$ cat src/misc_instr_defs.svh
// Opcode, width and reset constants for the miscellaneous instruction decoder
`ifndef MISC_INSTR_DEFS_SVH
`define MISC_INSTR_DEFS_SVH

`define INSTR_W 10
`define ACC_W 4

`define OP_WRITE_LCD_CTRL1 10'h20a
`define OP_READ_LCD_CTRL1 10'h24a
`define OP_WRITE_LCD_CTRL2 10'h20b
`define OP_WRITE_CARRIER_SELECT 10'h2a8
`define OP_CARRIER_START 10'h298
`define OP_CARRIER_STOP 10'h299
`define OP_WRITE_CARRIER_OUT_CTRL 10'h2a9
`define OP_ARM_POWER_DOWN 10'h05b
`define OP_ENTER_CLOCK_RUN 10'h002
`define OP_ENTER_RAM_BACKUP 10'h008
`define OP_SKIP_IF_PD_FLAG 10'h003
`define OP_WATCHDOG_RESTART 10'h2a0
`define OP_READ_CLOCK_CTRL 10'h252
`define OP_WRITE_CLOCK_CTRL 10'h216
`define OP_READ_GP_CTRL2 10'h055
`define OP_WRITE_GP_CTRL2 10'h03e

`define RST_LCD_CTRL1 4'h0
`define RST_LCD_CTRL2 4'h0
`define RST_CARRIER_SELECT 4'h0
`define RST_CLOCK_CTRL 4'h0
`define RST_GP_CTRL2 4'h0

`endif

$ cat src/misc_instr_pkg.sv
// Types shared by the miscellaneous instruction decoder
`default_nettype none
package misc_instr_pkg;

    typedef enum logic [4:0] {
        OP_NONE = 5'h00,
        OP_WR_L1 = 5'h01,
        OP_RD_L1 = 5'h02,
        OP_WR_L2 = 5'h03,
        OP_WR_CSEL = 5'h04,
        OP_CSTART = 5'h05,
        OP_CSTOP = 5'h06,
        OP_WR_COUT = 5'h07,
        OP_ARM = 5'h08,
        OP_CLKRUN = 5'h09,
        OP_RAMBK = 5'h0a,
        OP_SKIPPD = 5'h0b,
        OP_WDRST = 5'h0c,
        OP_RD_MR = 5'h0d,
        OP_WR_MR = 5'h0e,
        OP_RD_V2 = 5'h0f,
        OP_WR_V2 = 5'h10
    } misc_op_t;

    typedef enum logic [1:0] {
        PWR_RUN = 2'b00,
        PWR_CLOCK_RUN = 2'b01,
        PWR_RAM_BACKUP = 2'b10
    } pwr_state_t;

    typedef struct packed {
        logic [3:0] lcd_ctrl1;
        logic [3:0] lcd_ctrl2;
        logic [3:0] carrier_select;
        logic carrier_out_ctrl;
        logic carrier_run;
        logic [3:0] clock_ctrl;
        logic [3:0] gp_ctrl2;
    } periph_ctrl_t;

endpackage : misc_instr_pkg
`default_nettype wire

$ cat src/misc_op_decode.sv
// Full ten-bit opcode decoder for the miscellaneous instruction group
`timescale 1ns/1ps
`default_nettype none
`include "misc_instr_defs.svh"

module misc_op_decode
    import misc_instr_pkg::*;
(
    input wire logic [`INSTR_W-1:0] instr, // Instruction word
    output misc_op_t op // Decoded operation
);

    always_comb begin
        case (instr)
            `OP_WRITE_LCD_CTRL1: op = OP_WR_L1;
            `OP_READ_LCD_CTRL1: op = OP_RD_L1;
            `OP_WRITE_LCD_CTRL2: op = OP_WR_L2;
            `OP_WRITE_CARRIER_SELECT: op = OP_WR_CSEL;
            `OP_CARRIER_START: op = OP_CSTART;
            `OP_CARRIER_STOP: op = OP_CSTOP;
            `OP_WRITE_CARRIER_OUT_CTRL: op = OP_WR_COUT;
            `OP_ARM_POWER_DOWN: op = OP_ARM;
            `OP_ENTER_CLOCK_RUN: op = OP_CLKRUN;
            `OP_ENTER_RAM_BACKUP: op = OP_RAMBK;
            `OP_SKIP_IF_PD_FLAG: op = OP_SKIPPD;
            `OP_WATCHDOG_RESTART: op = OP_WDRST;
            `OP_READ_CLOCK_CTRL: op = OP_RD_MR;
            `OP_WRITE_CLOCK_CTRL: op = OP_WR_MR;
            `OP_READ_GP_CTRL2: op = OP_RD_V2;
            `OP_WRITE_GP_CTRL2: op = OP_WR_V2;
            default: op = OP_NONE;
        endcase
    end

endmodule : misc_op_decode
`default_nettype wire

$ cat src/misc_instruction_decode.sv
// Decoder and executor for the miscellaneous single-cycle instruction group
`timescale 1ns/1ps
`default_nettype none
`include "misc_instr_defs.svh"

module misc_instruction_decode
    import misc_instr_pkg::*;
(
    input wire logic clk_sys, // Instruction clock
    input wire logic reset_n, // Asynchronous reset, active low
    input wire logic instr_valid, // Instruction executes this cycle
    input wire logic [`INSTR_W-1:0] instr, // Instruction word
    input wire logic [`ACC_W-1:0] acc, // Accumulator contents
    input wire logic powerdown_flag, // Power-down flag from power control
    output logic acc_load, // Accumulator takes acc_load_data this cycle
    output logic [`ACC_W-1:0] acc_load_data, // Value for the accumulator
    output logic skip_next, // Skip the next instruction
    output logic group_hit, // Instruction belongs to this group
    output logic watchdog_restart, // Pulse: start watchdog timer
    output logic watchdog_timeout_clr, // Pulse: clear watchdog timeout flag
    output logic watchdog_enable_set, // Pulse: set watchdog enable flag
    output periph_ctrl_t periph, // Peripheral control register contents
    output logic core_halt, // Core clock halted
    output logic subclk_run, // Sub-clock oscillator enable
    output logic lcd_run, // LCD logic enable
    output logic timer_lc_run, // Timer LC enable
    output logic timer2_run, // Timer 2 enable
    output logic main_osc_run // Main oscillator enable
);

    misc_op_t op;
    logic exec;
    logic armed_ff;
    pwr_state_t pwr_ff;
    logic [3:0] lcd_ctrl1_ff;
    logic [3:0] lcd_ctrl2_ff;
    logic [3:0] carrier_select_ff;
    logic carrier_out_ctrl_ff;
    logic carrier_run_ff;
    logic [3:0] clock_ctrl_ff;
    logic [3:0] gp_ctrl2_ff;
    logic [3:0] nxt_acc_data;
    logic nxt_acc_load;

    misc_op_decode u_decode (
        .instr(instr),
        .op(op)
    );

    // No instruction is taken while the core is halted
    assign exec = instr_valid && (pwr_ff == PWR_RUN);
    assign group_hit = exec && (op != OP_NONE);

    always_ff @(posedge clk_sys or negedge reset_n) begin
        if (!reset_n) begin
            lcd_ctrl1_ff <= `RST_LCD_CTRL1;
            lcd_ctrl2_ff <= `RST_LCD_CTRL2;
        end else if (exec) begin
            if (op == OP_WR_L1) begin
                lcd_ctrl1_ff <= acc;
            end
            if (op == OP_WR_L2) begin
                lcd_ctrl2_ff <= acc;
            end
        end
    end

    always_ff @(posedge clk_sys or negedge reset_n) begin
        if (!reset_n) begin
            carrier_select_ff <= `RST_CARRIER_SELECT;
            carrier_out_ctrl_ff <= 1'b0;
            carrier_run_ff <= 1'b0;
        end else if (exec) begin
            case (op)
                OP_WR_CSEL: carrier_select_ff <= acc;
                OP_CSTART: carrier_run_ff <= 1'b1;
                OP_CSTOP: carrier_run_ff <= 1'b0;
                OP_WR_COUT: carrier_out_ctrl_ff <= acc[0];
                default: ;
            endcase
        end
    end

    always_ff @(posedge clk_sys or negedge reset_n) begin
        if (!reset_n) begin
            clock_ctrl_ff <= `RST_CLOCK_CTRL;
            gp_ctrl2_ff <= `RST_GP_CTRL2;
        end else if (exec) begin
            if (op == OP_WR_MR) begin
                clock_ctrl_ff <= acc;
            end
            if (op == OP_WR_V2) begin
                gp_ctrl2_ff <= acc;
            end
        end
    end

    // Arming lasts exactly one executed instruction
    always_ff @(posedge clk_sys or negedge reset_n) begin
        if (!reset_n) begin
            armed_ff <= 1'b0;
        end else if (exec) begin
            armed_ff <= (op == OP_ARM);
        end
    end

    // Only reset leaves a power-down state; wake-up sources sit outside
    always_ff @(posedge clk_sys or negedge reset_n) begin
        if (!reset_n) begin
            pwr_ff <= PWR_RUN;
        end else if (exec && armed_ff) begin
            if (op == OP_CLKRUN) begin
                pwr_ff <= PWR_CLOCK_RUN;
            end else if (op == OP_RAMBK) begin
                pwr_ff <= PWR_RAM_BACKUP;
            end
        end
    end

    // Accumulator load for the three register read transfers
    always_comb begin
        nxt_acc_load = 1'b0;
        nxt_acc_data = 4'h0;
        if (exec) begin
            case (op)
                OP_RD_L1: begin
                    nxt_acc_load = 1'b1;
                    nxt_acc_data = lcd_ctrl1_ff;
                end
                OP_RD_MR: begin
                    nxt_acc_load = 1'b1;
                    nxt_acc_data = clock_ctrl_ff;
                end
                OP_RD_V2: begin
                    nxt_acc_load = 1'b1;
                    nxt_acc_data = gp_ctrl2_ff;
                end
                default: ;
            endcase
        end
    end

    assign acc_load = nxt_acc_load;
    assign acc_load_data = nxt_acc_data;

    // Flag is only read, never written back
    assign skip_next = exec && (op == OP_SKIPPD) && powerdown_flag;

    assign watchdog_restart = exec && (op == OP_WDRST);
    assign watchdog_timeout_clr = watchdog_restart;
    assign watchdog_enable_set = watchdog_restart;

    assign periph.lcd_ctrl1 = lcd_ctrl1_ff;
    assign periph.lcd_ctrl2 = lcd_ctrl2_ff;
    assign periph.carrier_select = carrier_select_ff;
    assign periph.carrier_out_ctrl = carrier_out_ctrl_ff;
    assign periph.carrier_run = carrier_run_ff;
    assign periph.clock_ctrl = clock_ctrl_ff;
    assign periph.gp_ctrl2 = gp_ctrl2_ff;

    assign core_halt = (pwr_ff != PWR_RUN);
    assign main_osc_run = (pwr_ff == PWR_RUN);
    assign subclk_run = (pwr_ff != PWR_RAM_BACKUP);
    assign lcd_run = (pwr_ff != PWR_RAM_BACKUP);
    assign timer_lc_run = (pwr_ff != PWR_RAM_BACKUP);
    assign timer2_run = (pwr_ff != PWR_RAM_BACKUP);

endmodule : misc_instruction_decode
`default_nettype wire

$ cat config.mk
export PLATFORM = sky130hd
export DESIGN_NAME = misc_instruction_decode
export DESIGN_NICKNAME = d
export VERILOG_FILES = /design/src/misc_instr_pkg.sv /design/src/misc_op_decode.sv /design/src/misc_instruction_decode.sv
export VERILOG_INCLUDE_DIRS = /design/src
export SDC_FILE = /design/constraint.sdc
export NUM_CORES = 1
export LEC_CHECK = 0
export ABC_AREA = 0
export BUFFER_PORTS_ARGS = -buffer_cell sky130_fd_sc_hd__buf_2
export CORE_MARGIN = 2
export CORE_UTILIZATION = 57
export CTS_BUF_LIST = sky130_fd_sc_hd__clkbuf_8
export DETAILED_ROUTE_END_ITERATION = 7
export GPL_TIMING_DRIVEN = 0
export MAX_ROUTING_LAYER = met4
export PLACE_DENSITY_LB_ADDON = 0.08
export SYNTH_ARGS = -nofsm -noshare
export SYNTH_HDL_FRONTEND = slang
export SYNTH_SLANG_ARGS = --single-unit
$ cat constraint.sdc
create_clock -name clk_sys -period 4 [get_ports clk_sys]
set_input_delay 0.8 -clock clk_sys [delete_from_list [all_inputs] [get_ports clk_sys]]
set_output_delay 0.8 -clock clk_sys [all_outputs]
set_load 0.1 [all_outputs]
# After elaboration in Yosys (flattened, before gate mapping)
# Cells that the tools add are included.
op_classes:
  eq_ne: 33
  mux: 8
  reduce_logical: 20
op_table:
  columns: ["op", "count"]
  rows:
  - ["$eq 10x10->1 const B", 10]
  - ["$pmux 5 s16", 1]
  - ["$eq 5x4->1 const B", 8]
  - ["$eq 10x2->1 const B", 2]
  - ["$eq 10x7->1 const B", 2]
  - ["$eq 5x3->1 const B", 4]
  - ["$reduce_and 2->1", 8]
  - ["$pmux 4 s3", 1]
  - ["$eq 10x4->1 const B", 1]
  - ["$eq 10x6->1 const B", 1]
  - ["$eq 5x2->1 const B", 2]
  - ["$logic_and 1x1->1", 6]
  - ["$reduce_bool 2->1", 3]
  - ["$eq 5x1->1 const B", 1]
  - ["$eq 5x5->1 const B", 1]
  - ["$reduce_bool 5->1", 1]
  - ["$mux 2", 2]
  - ["$mux 4", 1]
  - ["$reduce_or 3->1", 1]
  - ["$logic_not 2->1", 1]
  - ["$mux 1", 2]
  - ["$ne 2x2->1 const B", 1]
  - ["$pmux 1 s2", 1]
totals:
  elab_cells: 70
  out_inout_bits: 38
  regBits: 25
  in_bits: 18

# Depth between registers and ports, before layout
depth:
  depth_word: 6
  mapped_depth: 9
  mapped_depth_nobuf: 6

# By module
# A second synthesis with hierarchy kept.
unflattened:
  hier_cells: 149
  area_unflattened_um2: 1666.6
modules_own_cells:
  columns: ["module", "seq_area_each_um2", "cells_per_inst", "area_per_inst_um2", "instances"]
  rows:
  - ["misc_instruction_decode", 625.6, 103, 1328.8, 1]
  - ["misc_op_decode", 0.0, 46, 337.8, 1]

# Worst setup path after synthesis
# Ideal clock, no wire load.
synth_path:
  path_kind: "reg-to-output"
  from: "reg pwr_ff[0]"
  to: "out skip_next"
  path_buffers: 0
  required_ps: 3200
  slack_ps: -2182
  arrival_time_ps: 5382
  stages_incl_launch_ff: 6
  path_cell_list: "dfrtp_1 -> nor2_1 -> and2_1 -> and2_1 -> nand2_1 -> nor4b_1"
synth_via:
  elab_chain_cells: 4
synth_rtl:
  columns: ["element", "line_no", "source"]
  rows:
  - ["from (decl)", "misc_instruction_decode.sv:34", "pwr_state_t pwr_ff;"]
  - ["from (signal assigned)", "misc_instruction_decode.sv:110", "pwr_ff <= PWR_RUN;"]
  - ["from (signal assigned)", "misc_instruction_decode.sv:113", "pwr_ff <= PWR_CLOCK_RUN;"]
  - ["from (signal assigned)", "misc_instruction_decode.sv:115", "pwr_ff <= PWR_RAM_BACKUP;"]
  - ["$logic_not 2->1", null, null]
  - ["via main_osc_run", "misc_instruction_decode.sv:28", "output logic main_osc_run"]
  - ["$logic_and 1x1->1", "misc_instruction_decode.sv:51", "assign exec = instr_valid && (pwr_ff == PWR_RUN);"]
  - ["$logic_and 1x1->1 (2 in a row)", "misc_instruction_decode.sv:147", "assign skip_next = exec && (op == OP_SKIPPD) && powerdown_flag;"]
  - ["to (decl)", "misc_instruction_decode.sv:17", "output logic skip_next,"]
# The timed path passes the listed nets, and every way through them passes these cells.

# Worst setup path in the final report
layout_path:
  from: "in instr[5]"
  to: "out watchdog_timeout_clr"
layout_via:
  elab_chain_cells: 4
  word_cells_on_any_way: 19
  cone_classes: "eq/ne: 17; mux: 1; reduce/logical: 1"
layout_rtl:
  columns: ["element", "line_no", "source"]
  rows:
  - ["from (decl)", "misc_instruction_decode.sv:12", "input wire logic [`INSTR_W-1:0] instr,"]
  - ["$eq 10x6->1, or another cell as far along", "misc_op_decode.sv:14", "case (instr)"]
  - ["$pmux 5 s16 (*)", "misc_op_decode.sv:14", null]
  - ["$eq 5x4->1 (*)", "misc_instruction_decode.sv:149", "assign watchdog_restart = exec && (op == OP_WDRST);"]
  - ["$logic_and 1x1->1 (*)", "misc_instruction_decode.sv:149", null]
  - ["to (decl)", "misc_instruction_decode.sv:20", "output logic watchdog_timeout_clr,"]
# Mark *: on every way between the ends. The rest lies on a longest branch, timed or not.

==> impl_metrics.env <==
export IMPL_min_period_ns=3.895
export IMPL_p_clk_share_pct=25.4
export IMPL_rsz0062_at_grt="false"
export IMPL_use_met3_pct=3.838
export IMPL_synth_top_cell_area_share_pct=34.39
export IMPL_wl_per_cell_um=17.61
export IMPL_synthArstFlopShare_pct=100.0
export IMPL_rows=20
export IMPL_cp_start_kind="input port"
export IMPL_cap_violations=0
export IMPL_synth_area_leader_cell="dfrtp_1"
export IMPL_finish_utilization_pct=76.11
export IMPL_synthFlopType="dfrtp_1"
export IMPL_finalCritPeriodShare_pct=97.38
export IMPL_timing_setup_critical_path_class="input port to output pin"
export IMPL_yosys_top_cells_area="dfrtp_1 34%, mux2_2 7.4%, mux2_1 5.6%, buf_4 3.7%, nand2_1 2.7%"
export IMPL_area_sequential_sq_um=625.6
export IMPL_die_area_sq_um=3660
export IMPL_io_buffers=54
export IMPL_setup_viol=0
export IMPL_holdWs_ns=0.4919
export IMPL_tightest_slew_ns=0.6407
export IMPL_endpoint_kind="output pin"
export IMPL_pre_cts_ws_ns=-0.5742
export IMPL_post_cts_buffers=0
export IMPL_p_leak_nw=1.081
export IMPL_vias_per_cell=6.130
export IMPL_hold_viol=0
export IMPL_total_power_mw=0.5606
export IMPL_synth_commonest_cells="25 x dfrtp_1, 13 x nand2_1, 12 x mux2_2"
export IMPL_skew_ns=0.002191
export IMPL_fillers=234
export IMPL_finalInstanceArea_sq_um=2323
export IMPL_place_inst=280
export IMPL_drt_iter0_drc=91
export IMPL_dp_hpwl_mm=3.894
export IMPL_place_congestion=0.8950
export IMPL_r2r_slack_ns=1.71
export IMPL_clockBufferDepth=2
export IMPL_ant_nets=0
export IMPL_combPwrFrac_pct=26.9
export IMPL_cts_num_sinks=25
export IMPL_ys_types=50
export IMPL_synthCells=182
export IMPL_initial_core_util_pct=59.59
export IMPL_layout_cells_non_filler=284
export IMPL_nets=259
export IMPL_grt_max_degree=26
export IMPL_cp_arrival_ns=3.10
export IMPL_wirelength_mm=5.000
export IMPL_drive_above_1_share_pct=43.75
export IMPL_cts_repair_resized=2
export IMPL_ir_worst_vdd_v=0.0002681
export IMPL_first_global_vias=1642
export IMPL_cellInternalPower_mw=0.3644
export IMPL_syn_nets=200
export IMPL_coreArea_sq_um=3053
export IMPL_avgSynthCellArea_sq_um=9.996
export IMPL_timing_fmax_mhz=256.7
export IMPL_drc=0
export IMPL_p_seq_share_pct=47.7
export IMPL_cts_tree="built"
export IMPL_chipWidth_um=60.50
export IMPL_cts_htree_levels=1
export IMPL_path_cells="buf_2 -> clkbuf_1 -> or3b_1 -> nor4_1 -> nor3_1 -> nor3b_4 -> buf_12 -> clkbuf_4"
export IMPL_switching_share_pct=35.00
export IMPL_ys_seq_area_share_pct=34.39
export IMPL_switchingPower_mw=0.1962
export IMPL_outcome="finished clean"
export IMPL_yosysWarningCount=0
export IMPL_grtUsageTotal_pct=29.58
export IMPL_die_h_um=60.50
export IMPL_path_clk_slew_ns=0.08
export IMPL_netlist_area_sq_um=1819
export IMPL_slowest_delay_ns=0.47
export IMPL_synth_edff_count=0
export IMPL_antenna_found_initial=0
export IMPL_grt_busiest_layer="met2"
export IMPL_cts_hold_buffers=0
export IMPL_worstPathMaxFanout=10
export IMPL_fin_ws_ns=0.1046
export IMPL_cts_made_buffers=3
export IMPL_synth_most_common_cell="dfrtp_1"
export IMPL_vias=1741
export IMPL_worstPathRequired_ns=3.20
export IMPL_ioPinCount=56
export IMPL_place_area_sq_um=2225
export IMPL_clock_latency_ns=0.26
export IMPL_ys_ff_latch=25
export IMPL_multi_input_area_sq_um=1172
export IMPL_slew_viol_final=0
export IMPL_powerDensity_nw_per_um2=241.3
export IMPL_drt_pass1_iterations=4
export IMPL_grt_pass1_wl_mm=7.810
export IMPL_met2_usage_pct=50.31
export IMPL_slew_headroom_pct=56.96
export IMPL_hp_class="register to register"
export IMPL_gr_total_overflow=0
export IMPL_finalSetupTns_ns=0
export IMPL_clockRootBuffer="clkbuf_8"
export IMPL_diodes=0
export IMPL_area_delta_synth_final_pct=27.72
export IMPL_worst_path_max_delay_cell="nor4_1"
export IMPL_met1_usage_pct=36.20
-- layer usage --
layer,share of wire [%],vias up
met5,0,-
met4,1.5,0
met3,4.3,11
met1,40,852
met2,54,74
li1,-,804
-- layout make-up --
cell class              instances  area share, %
flip-flops and latches         25          26.93
clock inverters                 1         0.1616
plain buffers                  16          5.493
well taps                      44          2.369
inverters                       2         0.3231
multi-input cells             139          50.46
clock buffers                   3          1.777
repair buffers                 54          12.49
-- cells in the final DEF (no fill, tap or decap), types with 4 or more instances in the layout --
cell / Yosys / routed
nor3_1: 9 / 9
mux2_1: 9 / 9
buf_2: 1 / 52
dfrtp_1: 25 / 25
and3_1: 4 / 4
mux2_2: 12 / 12
o21ai_0: 4 / 4
a21oi_1: 9 / 5
nand3_1: 5 / 5
buf_4: 9 / 7
nand2b_1: 6 / 6
nand2_1: 13 / 12
nor2_1: 10 / 8
a21oi_2: 0 / 4
clkbuf_1: 5 / 5
nand4b_1: 4 / 4
-- path summary, 6_finish.rpt --
| kind | from | end | depth (start not counted) |
|---|---|---|---|
| max in group asynchronous | reset_n | clock_ctrl_ff[1] | 1 |
| hold / removal | lcd_ctrl2_ff[2] | lcd_ctrl2_ff[2] | 1 |
| setup / recovery | instr[5] | watchdog_timeout_clr | 8 |
| setup reg to reg | pwr_ff[0] | carrier_select_ff[0] | 6 |
| hold reg to reg | lcd_ctrl2_ff[2] | lcd_ctrl2_ff[2] | 1 |
| min in group asynchronous | reset_n | gp_ctrl2_ff[1] | 1 |
-- state kept, by name, indices dropped and copies added, names as in the netlist --
register	cells
lcd_ctrl2_ff	4
clock_ctrl_ff	4
lcd_ctrl1_ff	4
gp_ctrl2_ff	4
carrier_run_ff	1
armed_ff	1
carrier_select_ff	4
pwr_ff	2
carrier_out_ctrl_ff	1
-- logic make-up after synthesis --
kind of cell           synth area share, %
AO/OA/AOI/OAI                        10.59
XOR/XNOR                            0.4815
buffers and inverters                6.052
flip-flops                           34.39
multiplexers                         13.00
AND/OR/NAND/NOR                      35.49
-- critical path, delay by kind of cell --
family / cells / cell delay [ns]
AND/OR/NAND/NOR: 4 / 1.50
buffers and inverters: 4 / 0.80
-- power groups by stage --
| stage | clock network [mW] | registers [mW] | logic (mW) |
|---|---|---|---|
| after floorplan | 0 | 0.336 | 0.0436 |
| after global placement | 0 | 0.271 | 0.145 |
| after detailed placement | 0 | 0.272 | 0.148 |
| after CTS | 0.146 | 0.267 | 0.149 |
| after global routing | 0.152 | 0.268 | 0.159 |
| final | 0.142 | 0.267 | 0.151 |
Power figures use the tool's default switching activity.
